**config.mk**
```make
export PLATFORM = sky130hd
export DESIGN_NAME = epp_pi_engine
export DESIGN_NICKNAME = d
export VERILOG_FILES = /design/src/epp_pkg.sv /design/src/epp_pi_engine.sv
export VERILOG_INCLUDE_DIRS = /design/src
export SDC_FILE = /design/constraint.sdc
export NUM_CORES = 1
export LEC_CHECK = 0
export CORE_ASPECT_RATIO = 0.5
export CORE_UTILIZATION = 53
export DETAILED_ROUTE_END_ITERATION = 10
export DONT_BUFFER_PORTS = 1
export PLACE_DENSITY = 0.68
export SLEW_MARGIN = 0
export SYNTH_ARGS = -nofsm -noshare
export SYNTH_HDL_FRONTEND = slang
export SYNTH_SLANG_ARGS = --single-unit
```
**constraint.sdc**
```tcl
create_clock -name clk -period 4 [get_ports clk]
set_input_delay 0 -clock clk [delete_from_list [all_inputs] [get_ports clk]]
set_output_delay 0 -clock clk [all_outputs]
set_load 0.03 [all_outputs]
```
**src/epp_consts.svh**
```systemverilog
`ifndef EPP_CONSTS_SVH
`define EPP_CONSTS_SVH

// Register byte offsets on the Wishbone slave
`define EPP_OFS_CTRL 8'h00
`define EPP_OFS_NS_CFG 8'h04
`define EPP_OFS_CMD 8'h08
`define EPP_OFS_TAGS 8'h0c
`define EPP_OFS_IREF 8'h10
`define EPP_OFS_EIREF 8'h14
`define EPP_OFS_STATUS 8'h18
`define EPP_OFS_NBLK 8'h1c

// Control register fields
`define EPP_CTRL_START 0
`define EPP_CTRL_READ 1
`define EPP_CTRL_COMPARE 2

// Namespace configuration fields
`define EPP_NS_PI_EN 0
`define EPP_NS_TYPE_LSB 1
`define EPP_NS_PI_FIRST 3
`define EPP_NS_MD_LSB 8
`define EPP_NS_LB_LSB 16

// Command fields
`define EPP_CMD_ACTION 0
`define EPP_CMD_CHK_LSB 1

// Protection check select bits
`define EPP_CHK_GUARD 2
`define EPP_CHK_APP 1
`define EPP_CHK_REF 0

// Status fields
`define EPP_ST_BUSY 0
`define EPP_ST_DONE 1
`define EPP_ST_ERR_LSB 2

// Reset values
`define EPP_NS_CFG_RST 32'h0200_0000
`define EPP_CMD_RST 32'h0000_0000
`define EPP_TAGS_RST 32'hffff_0000
`define EPP_NBLK_RST 16'h0001

// Protection information geometry and coding
`define EPP_PI_BYTES 8'h08
`define EPP_CRC_POLY 16'h8bb7
`define EPP_CRC_INIT 16'h0000
`define EPP_APP_ESCAPE 16'hffff
`define EPP_REF_ESCAPE 32'hffff_ffff
`define EPP_TYPE3 2'h3

`endif

```
**src/epp_pkg.sv**
```systemverilog
`default_nettype none

package epp_pkg;

  // One byte on a stream; meta marks metadata bytes
  typedef struct packed {
    logic meta;
    logic [7:0] data;
  } epp_beat_t;

  // Wishbone classic request from the master
  typedef struct packed {
    logic cyc;
    logic stb;
    logic we;
    logic [7:0] adr;
    logic [3:0] sel;
    logic [31:0] dat;
  } epp_wb_req_t;

  typedef enum logic [1:0] {
    EPP_IDLE,
    EPP_DATA,
    EPP_META,
    EPP_CHECK
  } epp_state_t;

  typedef enum logic [1:0] {
    EPP_ERR_NONE,
    EPP_ERR_GUARD,
    EPP_ERR_APP,
    EPP_ERR_REF
  } epp_err_t;

endpackage

`default_nettype wire

```
**src/epp_pi_engine.sv**
```systemverilog
// Behaviour
// Unprotected namespace: pass everything unchanged
// Protected write, action clear: check passing data
// Failed check ends command with failing check
// Protected write, action set: generate and insert
// Extra metadata: info at chosen end, same size
// Compare: read processing, nothing sent to host
// Protected read, action clear: forward and check
// Protected read, action set: check, then strip
// Extra metadata: never strip on reads
// Fused commands processed as if issued alone
// Check select bit 2: compare guard to CRC
// Check select bit 1: masked application tag compare
// Check select bit 0: compare reference tag
// Seed reference tag from write or read field
// Reference tag increments per following block
// Host loads type 1 seed from address
// Type 1/2: all-ones app tag skips checks
// Type 3: both tags all-ones skip checks
// Insert computed CRC, expected tag, reference tag
// Protection type comes from namespace format
// Layout: guard, app tag, reference tag, MSB first
// CRC-16 poly 8bb7, init zero, unreflected
// Several failures: guard, then app, then reference
`timescale 1ns/1ps
`default_nettype none
`include "epp_consts.svh"

module epp_pi_engine (
  input wire logic clk,
  input wire logic rst_b,
  input wire epp_pkg::epp_wb_req_t wb_req,
  output logic [31:0] wb_dat_o,
  output logic wb_ack_o,
  input wire logic host_in_valid,
  input wire epp_pkg::epp_beat_t host_in_beat,
  output logic host_in_ready,
  output logic host_out_valid,
  output epp_pkg::epp_beat_t host_out_beat,
  input wire logic host_out_ready,
  input wire logic media_in_valid,
  input wire epp_pkg::epp_beat_t media_in_beat,
  output logic media_in_ready,
  output logic media_out_valid,
  output epp_pkg::epp_beat_t media_out_beat,
  input wire logic media_out_ready
);

  // One data byte into the guard CRC, msb first
  function automatic logic [15:0] crc_byte(input logic [15:0] c,
                                           input logic [7:0] d);
    logic [15:0] r;
    r = c ^ {d, 8'h00};
    for (int i = 0; i < 8; i++)
    begin
      r = r[15] ? ((r << 1) ^ `EPP_CRC_POLY) : (r << 1);
    end
    return r;
  endfunction

  // Byte-lane merge of a write into a stored word
  function automatic logic [31:0] lane_merge(input logic [31:0] old,
                                             input logic [31:0] nw,
                                             input logic [3:0] sel);
    logic [31:0] r;
    r = old;
    for (int i = 0; i < 4; i++)
    begin
      if (sel[i])
        r[8*i +: 8] = nw[8*i +: 8];
    end
    return r;
  endfunction

  logic [31:0] ns_cfg_r, cmd_r, tags_r, iref_r, eiref_r;
  logic [15:0] nblk_r;
  logic read_r, compare_r, busy_r, done_r;
  epp_pkg::epp_err_t err_r;
  epp_pkg::epp_state_t state_r;
  logic [15:0] byte_cnt_r;
  logic [15:0] blk_cnt_r;
  logic [15:0] crc_r;
  logic [31:0] ref_r;
  logic [63:0] pi_cap_r;
  logic out_valid_r;
  epp_pkg::epp_beat_t out_beat_r;
  logic ack_r;
  logic [31:0] rdat_r;

  logic wb_hit, wb_wr, start, pi_on, action, pi_first, md_extra;
  logic insert, strip, in_pi, in_pres, out_pres, cur_valid, out_space;
  logic step, chk_off, bad_guard, bad_app, bad_ref, last_blk;
  logic [2:0] chk_sel;
  logic [1:0] pi_type;
  logic [7:0] md_size;
  logic [15:0] lb_size, expected_app_tag, app_tag_mask, cap_guard, cap_app;
  logic [2:0] pi_idx;
  logic [7:0] meta_idx;
  epp_pkg::epp_beat_t cur_beat;
  logic [63:0] pi_gen;
  logic [7:0] gen_byte;
  logic [31:0] cap_ref;

  // Field views of the configuration registers
  assign pi_on = ns_cfg_r[`EPP_NS_PI_EN];
  assign pi_type = ns_cfg_r[`EPP_NS_TYPE_LSB +: 2];
  assign pi_first = ns_cfg_r[`EPP_NS_PI_FIRST];
  assign md_size = ns_cfg_r[`EPP_NS_MD_LSB +: 8];
  assign lb_size = ns_cfg_r[`EPP_NS_LB_LSB +: 16];
  assign action = cmd_r[`EPP_CMD_ACTION];
  assign chk_sel = cmd_r[`EPP_CMD_CHK_LSB +: 3];
  assign expected_app_tag = tags_r[15:0];
  assign app_tag_mask = tags_r[31:16];

  // Per-command mode; each command, fused or not, decodes alone
  assign md_extra = md_size > `EPP_PI_BYTES;
  assign insert = pi_on & ~read_r & action;
  assign strip = pi_on & read_r & action & ~md_extra; // see

  // Where the eight protection bytes sit inside the metadata
  assign meta_idx = byte_cnt_r[7:0];
  assign in_pi = pi_on & (state_r == epp_pkg::EPP_META) &
                 (pi_first ? (meta_idx < `EPP_PI_BYTES) :
                  (meta_idx >= md_size - `EPP_PI_BYTES));
  assign pi_idx = pi_first ? meta_idx[2:0] :
                  3'(meta_idx - (md_size - `EPP_PI_BYTES));

  // Which side of the current byte really exists on the streams
  always_comb
  begin
    in_pres = 1'b1;
    out_pres = ~(read_r & compare_r);
    if (state_r == epp_pkg::EPP_META)
    begin
      if (insert & ~md_extra)
        in_pres = 1'b0; // Host sends block data only
      if (strip)
        out_pres = 1'b0;
    end
  end

  // Source and sink follow the transfer direction
  assign cur_valid = read_r ? media_in_valid : host_in_valid;
  assign cur_beat = read_r ? media_in_beat : host_in_beat;
  assign out_space = ~out_valid_r |
                     (read_r ? host_out_ready : media_out_ready);
  assign step = ((state_r == epp_pkg::EPP_DATA) |
                 (state_r == epp_pkg::EPP_META)) &
                (~in_pres | cur_valid) & (~out_pres | out_space);
  assign host_in_ready = ~read_r & step & in_pres;
  assign media_in_ready = read_r & step & in_pres;
  assign host_out_valid = out_valid_r & read_r;
  assign media_out_valid = out_valid_r & ~read_r;
  assign host_out_beat = out_beat_r;
  assign media_out_beat = out_beat_r;

  // Generated information, guard first, each field msb first
  assign pi_gen = {crc_r, expected_app_tag, ref_r}; // see
  assign gen_byte = pi_gen[8*(7 - pi_idx) +: 8];

  // Captured information split into its three fields
  assign cap_guard = pi_cap_r[63:48];
  assign cap_app = pi_cap_r[47:32];
  assign cap_ref = pi_cap_r[31:0];

  // Escape values switch off every check of the block
  assign chk_off = (pi_type == `EPP_TYPE3) ?
                   ((cap_app == `EPP_APP_ESCAPE) &
                    (cap_ref == `EPP_REF_ESCAPE)) :
                   (cap_app == `EPP_APP_ESCAPE);
  assign bad_guard = chk_sel[`EPP_CHK_GUARD] &
                     (cap_guard != crc_r);
  assign bad_app = chk_sel[`EPP_CHK_APP] &
                   (((cap_app ^ expected_app_tag) &
                     app_tag_mask) != 16'h0000);
  assign bad_ref = chk_sel[`EPP_CHK_REF] &
                   (cap_ref != ref_r);
  assign last_blk = (blk_cnt_r + 16'h0001) == nblk_r;

  // Wishbone decode; a start is refused while a command runs
  assign wb_hit = wb_req.cyc & wb_req.stb & ~ack_r;
  assign wb_wr = wb_hit & wb_req.we;
  assign start = wb_wr & (wb_req.adr == `EPP_OFS_CTRL) & wb_req.sel[0] &
                 wb_req.dat[`EPP_CTRL_START] & ~busy_r;

  // Ack one cycle after the request, dropped the cycle after
  always_ff @(posedge clk)
  begin
    if (!rst_b)
      ack_r <= 1'b0;
    else
      ack_r <= wb_hit;
  end

  // Read data; unmapped addresses read as zero
  always_ff @(posedge clk)
  begin
    if (!rst_b)
      rdat_r <= 32'h0000_0000;
    else if (wb_hit & ~wb_req.we)
    begin
      case (wb_req.adr)
        `EPP_OFS_CTRL: rdat_r <= {29'h0, compare_r, read_r, 1'b0};
        `EPP_OFS_NS_CFG: rdat_r <= ns_cfg_r;
        `EPP_OFS_CMD: rdat_r <= cmd_r;
        `EPP_OFS_TAGS: rdat_r <= tags_r;
        `EPP_OFS_IREF: rdat_r <= iref_r;
        `EPP_OFS_EIREF: rdat_r <= eiref_r;
        `EPP_OFS_STATUS: rdat_r <= {28'h0, 2'(err_r), done_r, busy_r};
        `EPP_OFS_NBLK: rdat_r <= {16'h0000, nblk_r};
        default: rdat_r <= 32'h0000_0000;
      endcase
    end
  end
  assign wb_dat_o = rdat_r;
  assign wb_ack_o = ack_r;

  // Setup registers; frozen while a command is running
  always_ff @(posedge clk)
  begin
    if (!rst_b)
    begin
      ns_cfg_r <= `EPP_NS_CFG_RST;
      cmd_r <= `EPP_CMD_RST;
      tags_r <= `EPP_TAGS_RST;
      iref_r <= 32'h0000_0000;
      eiref_r <= 32'h0000_0000;
      nblk_r <= `EPP_NBLK_RST;
    end
    else if (wb_wr & ~busy_r)
    begin
      case (wb_req.adr)
        `EPP_OFS_NS_CFG: ns_cfg_r <= lane_merge(ns_cfg_r, wb_req.dat,
                                                wb_req.sel);
        `EPP_OFS_CMD: cmd_r <= lane_merge(cmd_r, wb_req.dat, wb_req.sel);
        `EPP_OFS_TAGS: tags_r <= lane_merge(tags_r, wb_req.dat, wb_req.sel);
        `EPP_OFS_IREF: iref_r <= lane_merge(iref_r, wb_req.dat, wb_req.sel);
        `EPP_OFS_EIREF: eiref_r <= lane_merge(eiref_r, wb_req.dat,
                                              wb_req.sel);
        `EPP_OFS_NBLK: nblk_r <= 16'(lane_merge({16'h0000, nblk_r},
                                                wb_req.dat, wb_req.sel));
        default: ;
      endcase
    end
  end

  // Direction and compare flag latched at start
  always_ff @(posedge clk)
  begin
    if (!rst_b)
    begin
      read_r <= 1'b0;
      compare_r <= 1'b0;
    end
    else if (start)
    begin
      read_r <= wb_req.dat[`EPP_CTRL_READ];
      compare_r <= wb_req.dat[`EPP_CTRL_COMPARE];
    end
  end

  // Block sequencer: data bytes, metadata bytes, then the check
  always_ff @(posedge clk)
  begin
    if (!rst_b)
    begin
      state_r <= epp_pkg::EPP_IDLE;
      byte_cnt_r <= 16'h0000;
      blk_cnt_r <= 16'h0000;
      busy_r <= 1'b0;
      done_r <= 1'b0;
      err_r <= epp_pkg::EPP_ERR_NONE;
    end
    else
    begin
      case (state_r)
        epp_pkg::EPP_IDLE:
        begin
          if (start)
          begin
            state_r <= epp_pkg::EPP_DATA;
            byte_cnt_r <= 16'h0000;
            blk_cnt_r <= 16'h0000;
            busy_r <= 1'b1;
            done_r <= 1'b0;
            err_r <= epp_pkg::EPP_ERR_NONE;
          end
        end
        epp_pkg::EPP_DATA:
        begin
          if (step)
          begin
            if (byte_cnt_r == lb_size - 16'h0001)
            begin
              byte_cnt_r <= 16'h0000;
              state_r <= (md_size == 8'h00) ? epp_pkg::EPP_CHECK :
                         epp_pkg::EPP_META;
            end
            else
              byte_cnt_r <= byte_cnt_r + 16'h0001;
          end
        end
        epp_pkg::EPP_META:
        begin
          if (step)
          begin
            if (meta_idx == md_size - 8'h01)
            begin
              byte_cnt_r <= 16'h0000;
              state_r <= epp_pkg::EPP_CHECK;
            end
            else
              byte_cnt_r <= byte_cnt_r + 16'h0001;
          end
        end
        epp_pkg::EPP_CHECK:
        begin
          // Inserting writes and unprotected data are never checked
          if (pi_on & ~insert & ~chk_off & (bad_guard | bad_app | bad_ref))
          begin
            state_r <= epp_pkg::EPP_IDLE; // see see
            busy_r <= 1'b0;
            done_r <= 1'b1;
            err_r <= bad_guard ? epp_pkg::EPP_ERR_GUARD :
                     bad_app ? epp_pkg::EPP_ERR_APP : epp_pkg::EPP_ERR_REF;
          end
          else if (last_blk)
          begin
            state_r <= epp_pkg::EPP_IDLE;
            busy_r <= 1'b0;
            done_r <= 1'b1;
          end
          else
          begin
            state_r <= epp_pkg::EPP_DATA;
            blk_cnt_r <= blk_cnt_r + 16'h0001;
          end
        end
        default: state_r <= epp_pkg::EPP_IDLE;
      endcase
    end
  end

  // Reference tag seeded per direction, then one more per block
  always_ff @(posedge clk)
  begin
    if (!rst_b)
      ref_r <= 32'h0000_0000;
    else if (start)
      ref_r <= wb_req.dat[`EPP_CTRL_READ] ? // see
               eiref_r : iref_r;
    else if (state_r == epp_pkg::EPP_CHECK)
      ref_r <= ref_r + 32'h0000_0001;
  end

  // Guard CRC over block data only, restarted per block
  always_ff @(posedge clk)
  begin
    if (!rst_b)
      crc_r <= `EPP_CRC_INIT;
    else if (start | (state_r == epp_pkg::EPP_CHECK))
      crc_r <= `EPP_CRC_INIT;
    else if (step & (state_r == epp_pkg::EPP_DATA))
      crc_r <= crc_byte(crc_r, cur_beat.data);
  end

  // Capture the received information bytes as they pass
  always_ff @(posedge clk)
  begin
    if (!rst_b)
      pi_cap_r <= 64'h0000_0000_0000_0000;
    else if (step & in_pi & in_pres)
      pi_cap_r <= {pi_cap_r[55:0], cur_beat.data};
  end

  // Output byte register; pass-through unless inserting
  always_ff @(posedge clk)
  begin
    if (!rst_b)
    begin
      out_valid_r <= 1'b0;
      out_beat_r <= '0;
    end
    else if (step & out_pres)
    begin
      out_valid_r <= 1'b1;
      out_beat_r.meta <= (state_r == epp_pkg::EPP_META);
      out_beat_r.data <= (insert & in_pi) ? gen_byte : // see
                         cur_beat.data;
    end
    else if (out_space)
      out_valid_r <= 1'b0;
  end

endmodule

`default_nettype wire

```
==> run summary, run 1 <==
Using the TritonRoute via totals, the vias-per-cell ratio works out to 6.26. Clock latency on the worst-skew pair, taken at its later pin, is 0.54 ns. The most instantiated library cell after synthesis is sky130_fd_sc_hd__dfxtp_1. Power spread over the standard cell area amounts to 347 nW/um^2. Total detailed-routing wirelength: 63.5 mm. The weighted congestion reported at the end of routability-driven placement is 0.982.

The run gives 21600 sq um as the post-route standard cell area excluding fillers. The worst ir drop on vdd is 0.266 mV, and the fraction of power spent switching nets is 22.8%. The TritonCTS buffer count is 36, and the starting density of the core is 54.8%. When the netlist entered floorplanning its net count stood at 2323.

The clock group share of total power is 46.1%, and the HPWL reported at the end of detailed placement is 44.7 mm. Global routing consumed, over all layers together, 33.5% of the routing resources. Clock tree synthesis found a total of 371 sinks. The average instance in the mapped netlist occupies 8.61 sq um. The share of post-route cells with drive strength above 1 is 6.69%.

For this run, the top clock speed supported by timing is 287 MHz. The core region area is 35100 sq um, and the share of synthesized flip-flops with an asynchronous set or reset is 0%. Entering global routing, the biggest net connects 166 pins. The endpoint required time on the critical path is 4.42 ns, and the post-route clock period utilization is 87.1%. After floorplanning, the core was divided into 48 placement rows.

In this run, synthesis inferred 0 flip-flops with an integrated enable. In this run, synthesis produced a sequential element count of 371. The arrival time at the worst endpoint came out at 3.90 ns. For the final standard cell count with taps included and fillers excluded, the log shows 2751.

The floorplan step set the die width to 271 microns. The number of search-and-repair iterations in the first detailed-routing pass was 7; the count of cells resized by post-cts repair was 0. In this run the power spent charging and discharging nets is 1.70 mW.

For this run, the post-layout net count is 2341. Yosys mapped the design onto 82 distinct sky130hd cell types. The static power due to leakage is 7.54 nW. The clock slew at the register clock pins of the worst setup and hold paths came out at 0.07 ns. For the number of setup violations in the final report, the log shows 0. The run finished with clean final reports. The tools report the startpoint class of the critical path as a flop.

The logs give 6 for the initial antenna violation count and 0 for the number of endpoints with negative hold slack in the final report. In the synthesized netlist the dominant register cell turns out to be sky130_fd_sc_hd__dfxtp_1. The buffer depth of the longest clock path is 3, and the total overflow reported by the global router is 0.

After routing, the total negative slack on setup checks comes to 0 ns. For the number of primary I/O pins, the log shows 126. The min-delay analysis places its worst path in the category input port to flop. Number of global-route vias before repair: 15607. The kind of end point of the critical path was a flop. Measured against its own limit, the worst slew margin works out to 27.7%. The mapped netlist covers 19200 sq um. Compared with the post-synthesis result, the final layout area differs by 12.2%. The logs give 95.3 mm for the first-pass GRT wire length and 0.0251 ns for the maximum clock skew at final layout. During placement, the flow inserted port buffers numbering 0. Setup repair after global routing left no endpoint under its margin. In the routed design, unresolved DRC markers number 0.

Including well taps, the total number of placed cells is 2604. By startpoint and endpoint, the worst setup path is classified as flop to flop. The number of routed nets with antenna violations was 0. The initial detailed-routing violation count was 2405; the max capacitance violation total was 0. The die covers 37100 sq um. The total number of yosys warnings was 0. The post-route minimum period is 3.48 ns.

In the synthesized netlist, the cells that appear most often are sky130_fd_sc_hd__dfxtp_1, sky130_fd_sc_hd__nor2_1, sky130_fd_sc_hd__nand2_1, sky130_fd_sc_hd__mux2i_1, sky130_fd_sc_hd__a21oi_1. The top cell type by area accounts for 38.7% of the synthesized area. The most area-hungry cell type in the Yosys netlist is sky130_fd_sc_hd__dfxtp_1. Total power for the finished layout comes to 7.47 mW.

At the pin with the least slew margin, the transition time is 1.08 ns. Of the synthesized area, sequential elements account for 38.7%. Sorting the synthesized cells by area gives the leading types as sky130_fd_sc_hd__dfxtp_1, sky130_fd_sc_hd__mux2i_1, sky130_fd_sc_hd__nor2_1. The run gives 0 as the final-report max-slew violation count. Clock tree synthesis selected as its root buffer the cell sky130_fd_sc_hd__clkbuf_16. TritonCTS built the clock tree. Of all nets on the critical path, the largest fanout is 22. The design internal power came out at 5.77 mW. The floorplan step set the die height to 137 microns.

For the number of vias after detailed routing, the log shows 17215. For this run, the share of the core covered by cells in the final layout is 61.5%. The placed instances occupy a cell area of 19600 sq um. Sequential cells burn 49.5% of the power. Combinational logic is responsible for 4.4% of the overall power. After detailed routing, the average wire length per cell comes to 23.1 microns. For the number of H-tree levels, the log shows 2. Synthesized instance count: 2230.
==> worst max-delay path: stages, from the launching register on <==
cell and delay, ns:
sky130_fd_sc_hd__dfxtp_1 0.44, sky130_fd_sc_hd__ha_1 0.32, sky130_fd_sc_hd__nand3_1 0.31, sky130_fd_sc_hd__o32ai_1 0.23, sky130_fd_sc_hd__o221ai_1 0.18, sky130_fd_sc_hd__or4_1 0.52, sky130_fd_sc_hd__nor4_2 0.57, sky130_fd_sc_hd__nor3_2 0.10
sky130_fd_sc_hd__buf_4 0.23, sky130_fd_sc_hd__and3_1 0.20, sky130_fd_sc_hd__a221o_1 0.25
==> through the flow <==
stage	setup slack (ns)	hold slack, ns
2_1_floorplan	1.22	0.124
5_1_grt	0.403	0.0348
6_report	0.516	0.0181
4_1_cts	0.608	0.000276
3_5_place_dp	0.631	0.0791
3_3_place_gp	0.690	0.0744
==> metal layers <==
| layer | track usage [%] | wire length (microns) | vias up |
|---|---|---|---|
| li1 | - | - | 7955 |
| met5 | 0 | 32 | - |
| met3 | 9.63 | 7870 | 107 |
| met4 | 8.15 | 1330 | 2 |
| met2 | 46.8 | 25000 | 869 |
| met1 | 49.9 | 29200 | 8282 |
==> worst paths after layout <==
check | to | cells after the start | from | slack [ns]
setup / recovery | blk_cnt_r[12] | 10 | blk_cnt_r[0] | 0.52
hold / removal | state_r[1] | 5 | wb_req[0] | 0.02
setup reg to reg | blk_cnt_r[12] | 10 | blk_cnt_r[0] | 0.52
hold reg to reg | err_r[1] | 2 | err_r[1] | 0.46
==> final cells by class <==
| cell class | instances | area (sq um) |
|---|---|---|
| Clock inverter | 12 | 138 |
| Timing Repair Buffer | 129 | 1210 |
| Inverter | 30 | 120 |
| Fill cell | 3111 | 13500 |
| Tap cell | 475 | 594 |
| Antenna cell | 5 | 12.5 |
| Multi-Input combinational cell | 1680 | 11100 |
| Clock buffer | 49 | 1000 |
| Sequential cell | 371 | 7430 |
==> power by group through the flow <==
stage	logic [mW]	clock network, mW	registers (mW)
2_1_floorplan	0.200	0	3.78
3_3_place_gp	0.224	0	3.78
3_5_place_dp	0.226	0	3.78
4_1_cts	0.324	3.47	3.70
5_1_grt	0.347	3.61	3.70
6_report	0.330	3.45	3.70
==> cell families after synthesis <==
logic type	synth area share [%]
XOR/XNOR	9.34
AO/OA/AOI/OAI	15.5
AND/OR/NAND/NOR	18.5
multiplexers	12.6
flip-flops	38.7
buffers and inverters	3.93
adder cells (fa/ha/maj)	1.47
==> registers in the layout (all words and copies together), names as in the netlist, 32 cells and up <==
register and count:
cmd_r 32, eiref_r 32, iref_r 32, ns_cfg_r 32
pi_cap_r 64, ref_r 32, tags_r 32, wb_dat_o 32
==> placed cells by master, fill, tap and decap left out, types with 39 or more instances in the layout <==
master / instances
sky130_fd_sc_hd__xnor2_1: 105
sky130_fd_sc_hd__a21oi_1: 175
sky130_fd_sc_hd__nand2_1: 253
sky130_fd_sc_hd__dlygate4sd3_1: 79
sky130_fd_sc_hd__nand4_1: 39
sky130_fd_sc_hd__xor2_1: 89
sky130_fd_sc_hd__a22oi_1: 65
sky130_fd_sc_hd__buf_4: 47
sky130_fd_sc_hd__o21ai_0: 59
sky130_fd_sc_hd__nand3_1: 55
sky130_fd_sc_hd__mux2i_1: 199
sky130_fd_sc_hd__nor2_1: 271
sky130_fd_sc_hd__dfxtp_1: 371
sky130_fd_sc_hd__a211oi_1: 65
==> timing repair <==
item,CTS,global route
setup buffers,0,0
hold buffers,81,0
hold endpoints to repair,267,0
Power figures use the tool's default switching activity.
==> inputs of run 2 (changes only) <==
Settings changed: ABC_AREA set to 1.
==> run summary, run 2 <==
In the post-route analysis, the smallest setup slack over all paths is 0.678 ns. The post-route netlist has 6.03% of its cells at a drive strength greater than 1. 126 I/O pins were placed. Summed over all cells, the static leakage comes to 8.37 nW. Of all cell types, the one taking the most synthesized area is sky130_fd_sc_hd__dfxtp_1.

The design draws 9.18 mW. Max-cap violations in this run came to 0. For this run, the total global-route usage over all layers was measured as 35.3%. The type of the worst setup path is input port to flop. Timing would allow up to 301 MHz. The synthesized net count was 2921; the worst path buffer plus inverter count was 5. The tree built by TritonCTS fans out to 371 sinks.

The run gives 0 as the total overflow reported by the global router. The total detailed-routing wirelength is 68.1 mm. The share of synthesized flip-flops with an asynchronous set or reset works out to 0%.

Core region area: 36200 sq um. The worst-case IR drop observed on VDD is 0.347 mV. Among the stages of the critical path, the cell type that occurs most often is sky130_fd_sc_hd__nand2_1. The register with the most flip-flops was pi_cap_r.

Once the floorplan was initialized, standard cells occupied 54.3% of the core. The HPWL reported at the end of detailed placement was 48.5 mm. The initialized floorplan defines 49 standard-cell rows.

For the number of vias after detailed routing, the log shows 19693. Grouping stages by cell kind, the critical path spends the most delay in buffers and inverters. For this design the total switching power over the nets is 2.86 mW.

From synthesis to final layout, the design area changed by 11.0%. The post-route clock period utilization came out at 83.1%. The top cell types in the final layout, fill and taps aside, are sky130_fd_sc_hd__nand2_1, sky130_fd_sc_hd__dfxtp_1, sky130_fd_sc_hd__o21ai_0. The buffer depth of the longest clock path was 3. The TritonCTS buffer count is 36, and the cell area power density is 420 nW/um^2. At the worst endpoint, the required time is 4.49 ns. For the number of routed nets with antenna violations, the log shows 0.

Cells fill 60.3% of the core in the end. Setup violations remaining at the end of the flow were counted as 0. Yosys instantiated no cell more often than sky130_fd_sc_hd__nand2_1. The number of placed instances, taps included, is 3210. Most common cell after layout, fill and taps aside: sky130_fd_sc_hd__nand2_1. The congestion estimate from routability-driven global placement came to 0.975. The flow ran to the end, and the final reports show no timing, DRC or antenna violations. The tools report the maximum clock skew at final layout as 0.0181 ns. Summing all placed instances gives a cell area of 20000 sq um.

The kind of end point of the critical path was a flop. The run gives 266 as the pin count of the biggest net entering global routing. In this run, the combinational gates consume 16.6% of the power. For the sequential power share, the log shows 43.2%.

The post-route minimum period was 3.32 ns. Once the clock tree was built, the setup fixing pass inserted 0 buffers. In the synthesized netlist, the cells that appear most often are sky130_fd_sc_hd__nand2_1, sky130_fd_sc_hd__dfxtp_1, sky130_fd_sc_hd__o21ai_0, sky130_fd_sc_hd__a21oi_1, sky130_fd_sc_hd__nor2_1. Counting every instance in the synthesized netlist gives 2828. In this run, the clock network consumes 40.1% of the power.

After synthesis, the cell types taking the most area are sky130_fd_sc_hd__dfxtp_1, sky130_fd_sc_hd__nand2_1, sky130_fd_sc_hd__o21ai_0. The netlist uses 60 different library cells. Summing all non-filler instances in the final layout gives an area of 21800 sq um. The worst setup path is launched from an input port.

Worst min-delay path class: input port to flop. Clock latency on the worst-skew pair, taken at its later pin, is 0.55 ns. The number of vias per cell was 5.90.

For this run, design rule violations remaining after detail routing come to 0. Measured against its own limit, the worst slew margin works out to 20.7%. The standard cell with the maximum stage delay on the critical path is sky130_fd_sc_hd__clkinv_1.

The biggest fanout along the worst timing path was 17. The post-synthesis area per instance came out at 6.96 sq um. The number of global-route vias before repair was 17588. Initial antenna violation count: 6.

During synthesis, Yosys emitted a total of 0 warnings. The root buffer cell chosen for the clock tree is sky130_fd_sc_hd__clkbuf_16. The fraction of power spent switching nets is 31.2%.

Total number of nets in the final design: 2918. The number of flip-flops under the largest register name is 64, and the fraction of post-synthesis cell area in the top cell type by area is 37.7%. Number of H-tree levels: 2.

Dividing the detail-routed wire length by the instance count gives 20.4 microns. The tools report the design internal power as 6.32 mW. TritonCTS built the clock tree. Data on the critical path arrives at its endpoint at 3.81 ns. Adding up every negative setup slack in the final design gives 0 ns.

The number of endpoints with negative hold slack in the final report was 0. The die covers 38000 sq um. After clock tree synthesis, the clock-pin slew on the worst setup and hold paths is 0.07 ns. Measured along the x axis, the die boundary spans 275 microns.

The delay of the slowest cell on the worst path came out at 0.76 ns. The y dimension of the die is 138 microns, and the actual slew at the worst max-slew pin is 1.19 ns. Once layout is complete, the cells apart from fillers number 3339. The first routing iteration left 2612 violations. OpenSTA, run right after detailed placement, puts the worst setup slack at 0.803 ns. The sequential-to-total area share from yosys stat is 37.7%. Setup repair after global routing left no endpoint under its margin. First-pass GRT wire length: 104 mm.

The signal on the critical path passes through dlygate4sd3_1 -> nand2_1 -> dlygate4sd3_1 -> nor2_1 -> nand2_1 -> nor2_2 -> nand2_1 -> nor3_4 -> nor2_2 -> inv_1 -> nor2_1 -> clkinv_1 -> a21oi_1 -> o21ai_0 -> inv_1. After synthesis the netlist holds a flip-flop and latch count of 371. In this run the tool buffered the top-level ports with 0 buffer cells. The synthesized design contains 0 enable-type register cells. The tools report the cell area after technology mapping as 19700 sq um. The final-report max-slew violation count was 0.

Worst hold slack: 0.0232 ns. The top flip-flop cell by instance count after synthesis is sky130_fd_sc_hd__dfxtp_1. The pre-antenna-repair detailed-routing pass consisted of 6 iterations.
run 2: cell types whose count changed in the layout (fill, tap and decap cells not counted), moves of 21 or more:
cell / delta
sky130_fd_sc_hd__a211oi_1: -60
sky130_fd_sc_hd__xnor2_1: -74
sky130_fd_sc_hd__nand2_1: +247
sky130_fd_sc_hd__a21oi_1: +124
sky130_fd_sc_hd__inv_1: +242
sky130_fd_sc_hd__a22oi_1: -64
sky130_fd_sc_hd__o22ai_1: +23
sky130_fd_sc_hd__xor2_1: +21
sky130_fd_sc_hd__mux2i_1: -197
sky130_fd_sc_hd__nand3_1: +63
sky130_fd_sc_hd__o21ai_0: +311
sky130_fd_sc_hd__o211ai_1: +23
run 2: worst paths after layout:
kind              startpoint     endpoint  slack (ns)  depth (start not counted)
setup / recovery  wb_req[45]    crc_r[13]        0.68                         15
hold / removal    wb_req[34]  eiref_r[16]        0.02                          4
setup reg to reg    wb_ack_o    crc_r[13]        0.72                         12
hold reg to reg    cmd_r[13]    cmd_r[13]        0.46                          2
run 2: per-layer routing:
layer | GRT usage (%) | wire length, microns | vias up | part of all wire (%)
met3 | 11.0 | 8890 | 145 | 13
met5 | 0 | 27 | - | 0.040
met1 | 51.9 | 29900 | 9052 | 44
met4 | 11.1 | 2070 | 4 | 3.0
li1 | - | - | 9445 | -
met2 | 48.6 | 27200 | 1047 | 40
run 2: layout make-up:
cell class / count / area (sq um)
multi-input cells: 2035 / 10600
clock inverters: 16 / 201
diodes: 3 / 7.51
flip-flops and latches: 371 / 7430
repair buffers: 92 / 871
clock buffers: 49 / 1040
inverters: 289 / 1080
well taps: 484 / 606
fillers: 3425 / 14400
run 2: cell families (layout without fill, tap and decap cells):
kind of cell / count (synthesis) / count (layout) / share of synthesized area, %
adder cells (fa/ha/maj): 22 / 22 / 1.44
flip-flops: 371 / 371 / 37.7
multiplexers: 2 / 2 / 0.102
AO/OA/AOI/OAI: 795 / 795 / 21.8
buffers and inverters: 422 / 446 / 8.41
other: 0 / 3 / 0
XOR/XNOR: 147 / 147 / 6.89
AND/OR/NAND/NOR: 1069 / 1069 / 23.6
run 2: power groups by stage:
stage / clock, mW / sequential (mW) / combinational (mW)
detailed placement: 0 / 4.05 / 1.36
finish: 3.69 / 3.97 / 1.53
global placement: 0 / 4.05 / 1.34
global route: 3.86 / 3.98 / 1.66
floorplan: 0 / 3.97 / 1.15
CTS: 3.70 / 3.97 / 1.49
run 2: tightest hold or removal path, cell delays in order:
cell	delay, ns
sky130_fd_sc_hd__nand2_1	0.22
sky130_fd_sc_hd__nor2_1	0.09
sky130_fd_sc_hd__o21ai_0	0.15
sky130_fd_sc_hd__nor2_1	0.06
run 2: repair_timing:
action / in CTS / in global routing
hold buffers: 61 / 0
hold endpoints to repair: 324 / 0
resized for setup: 0 / 0
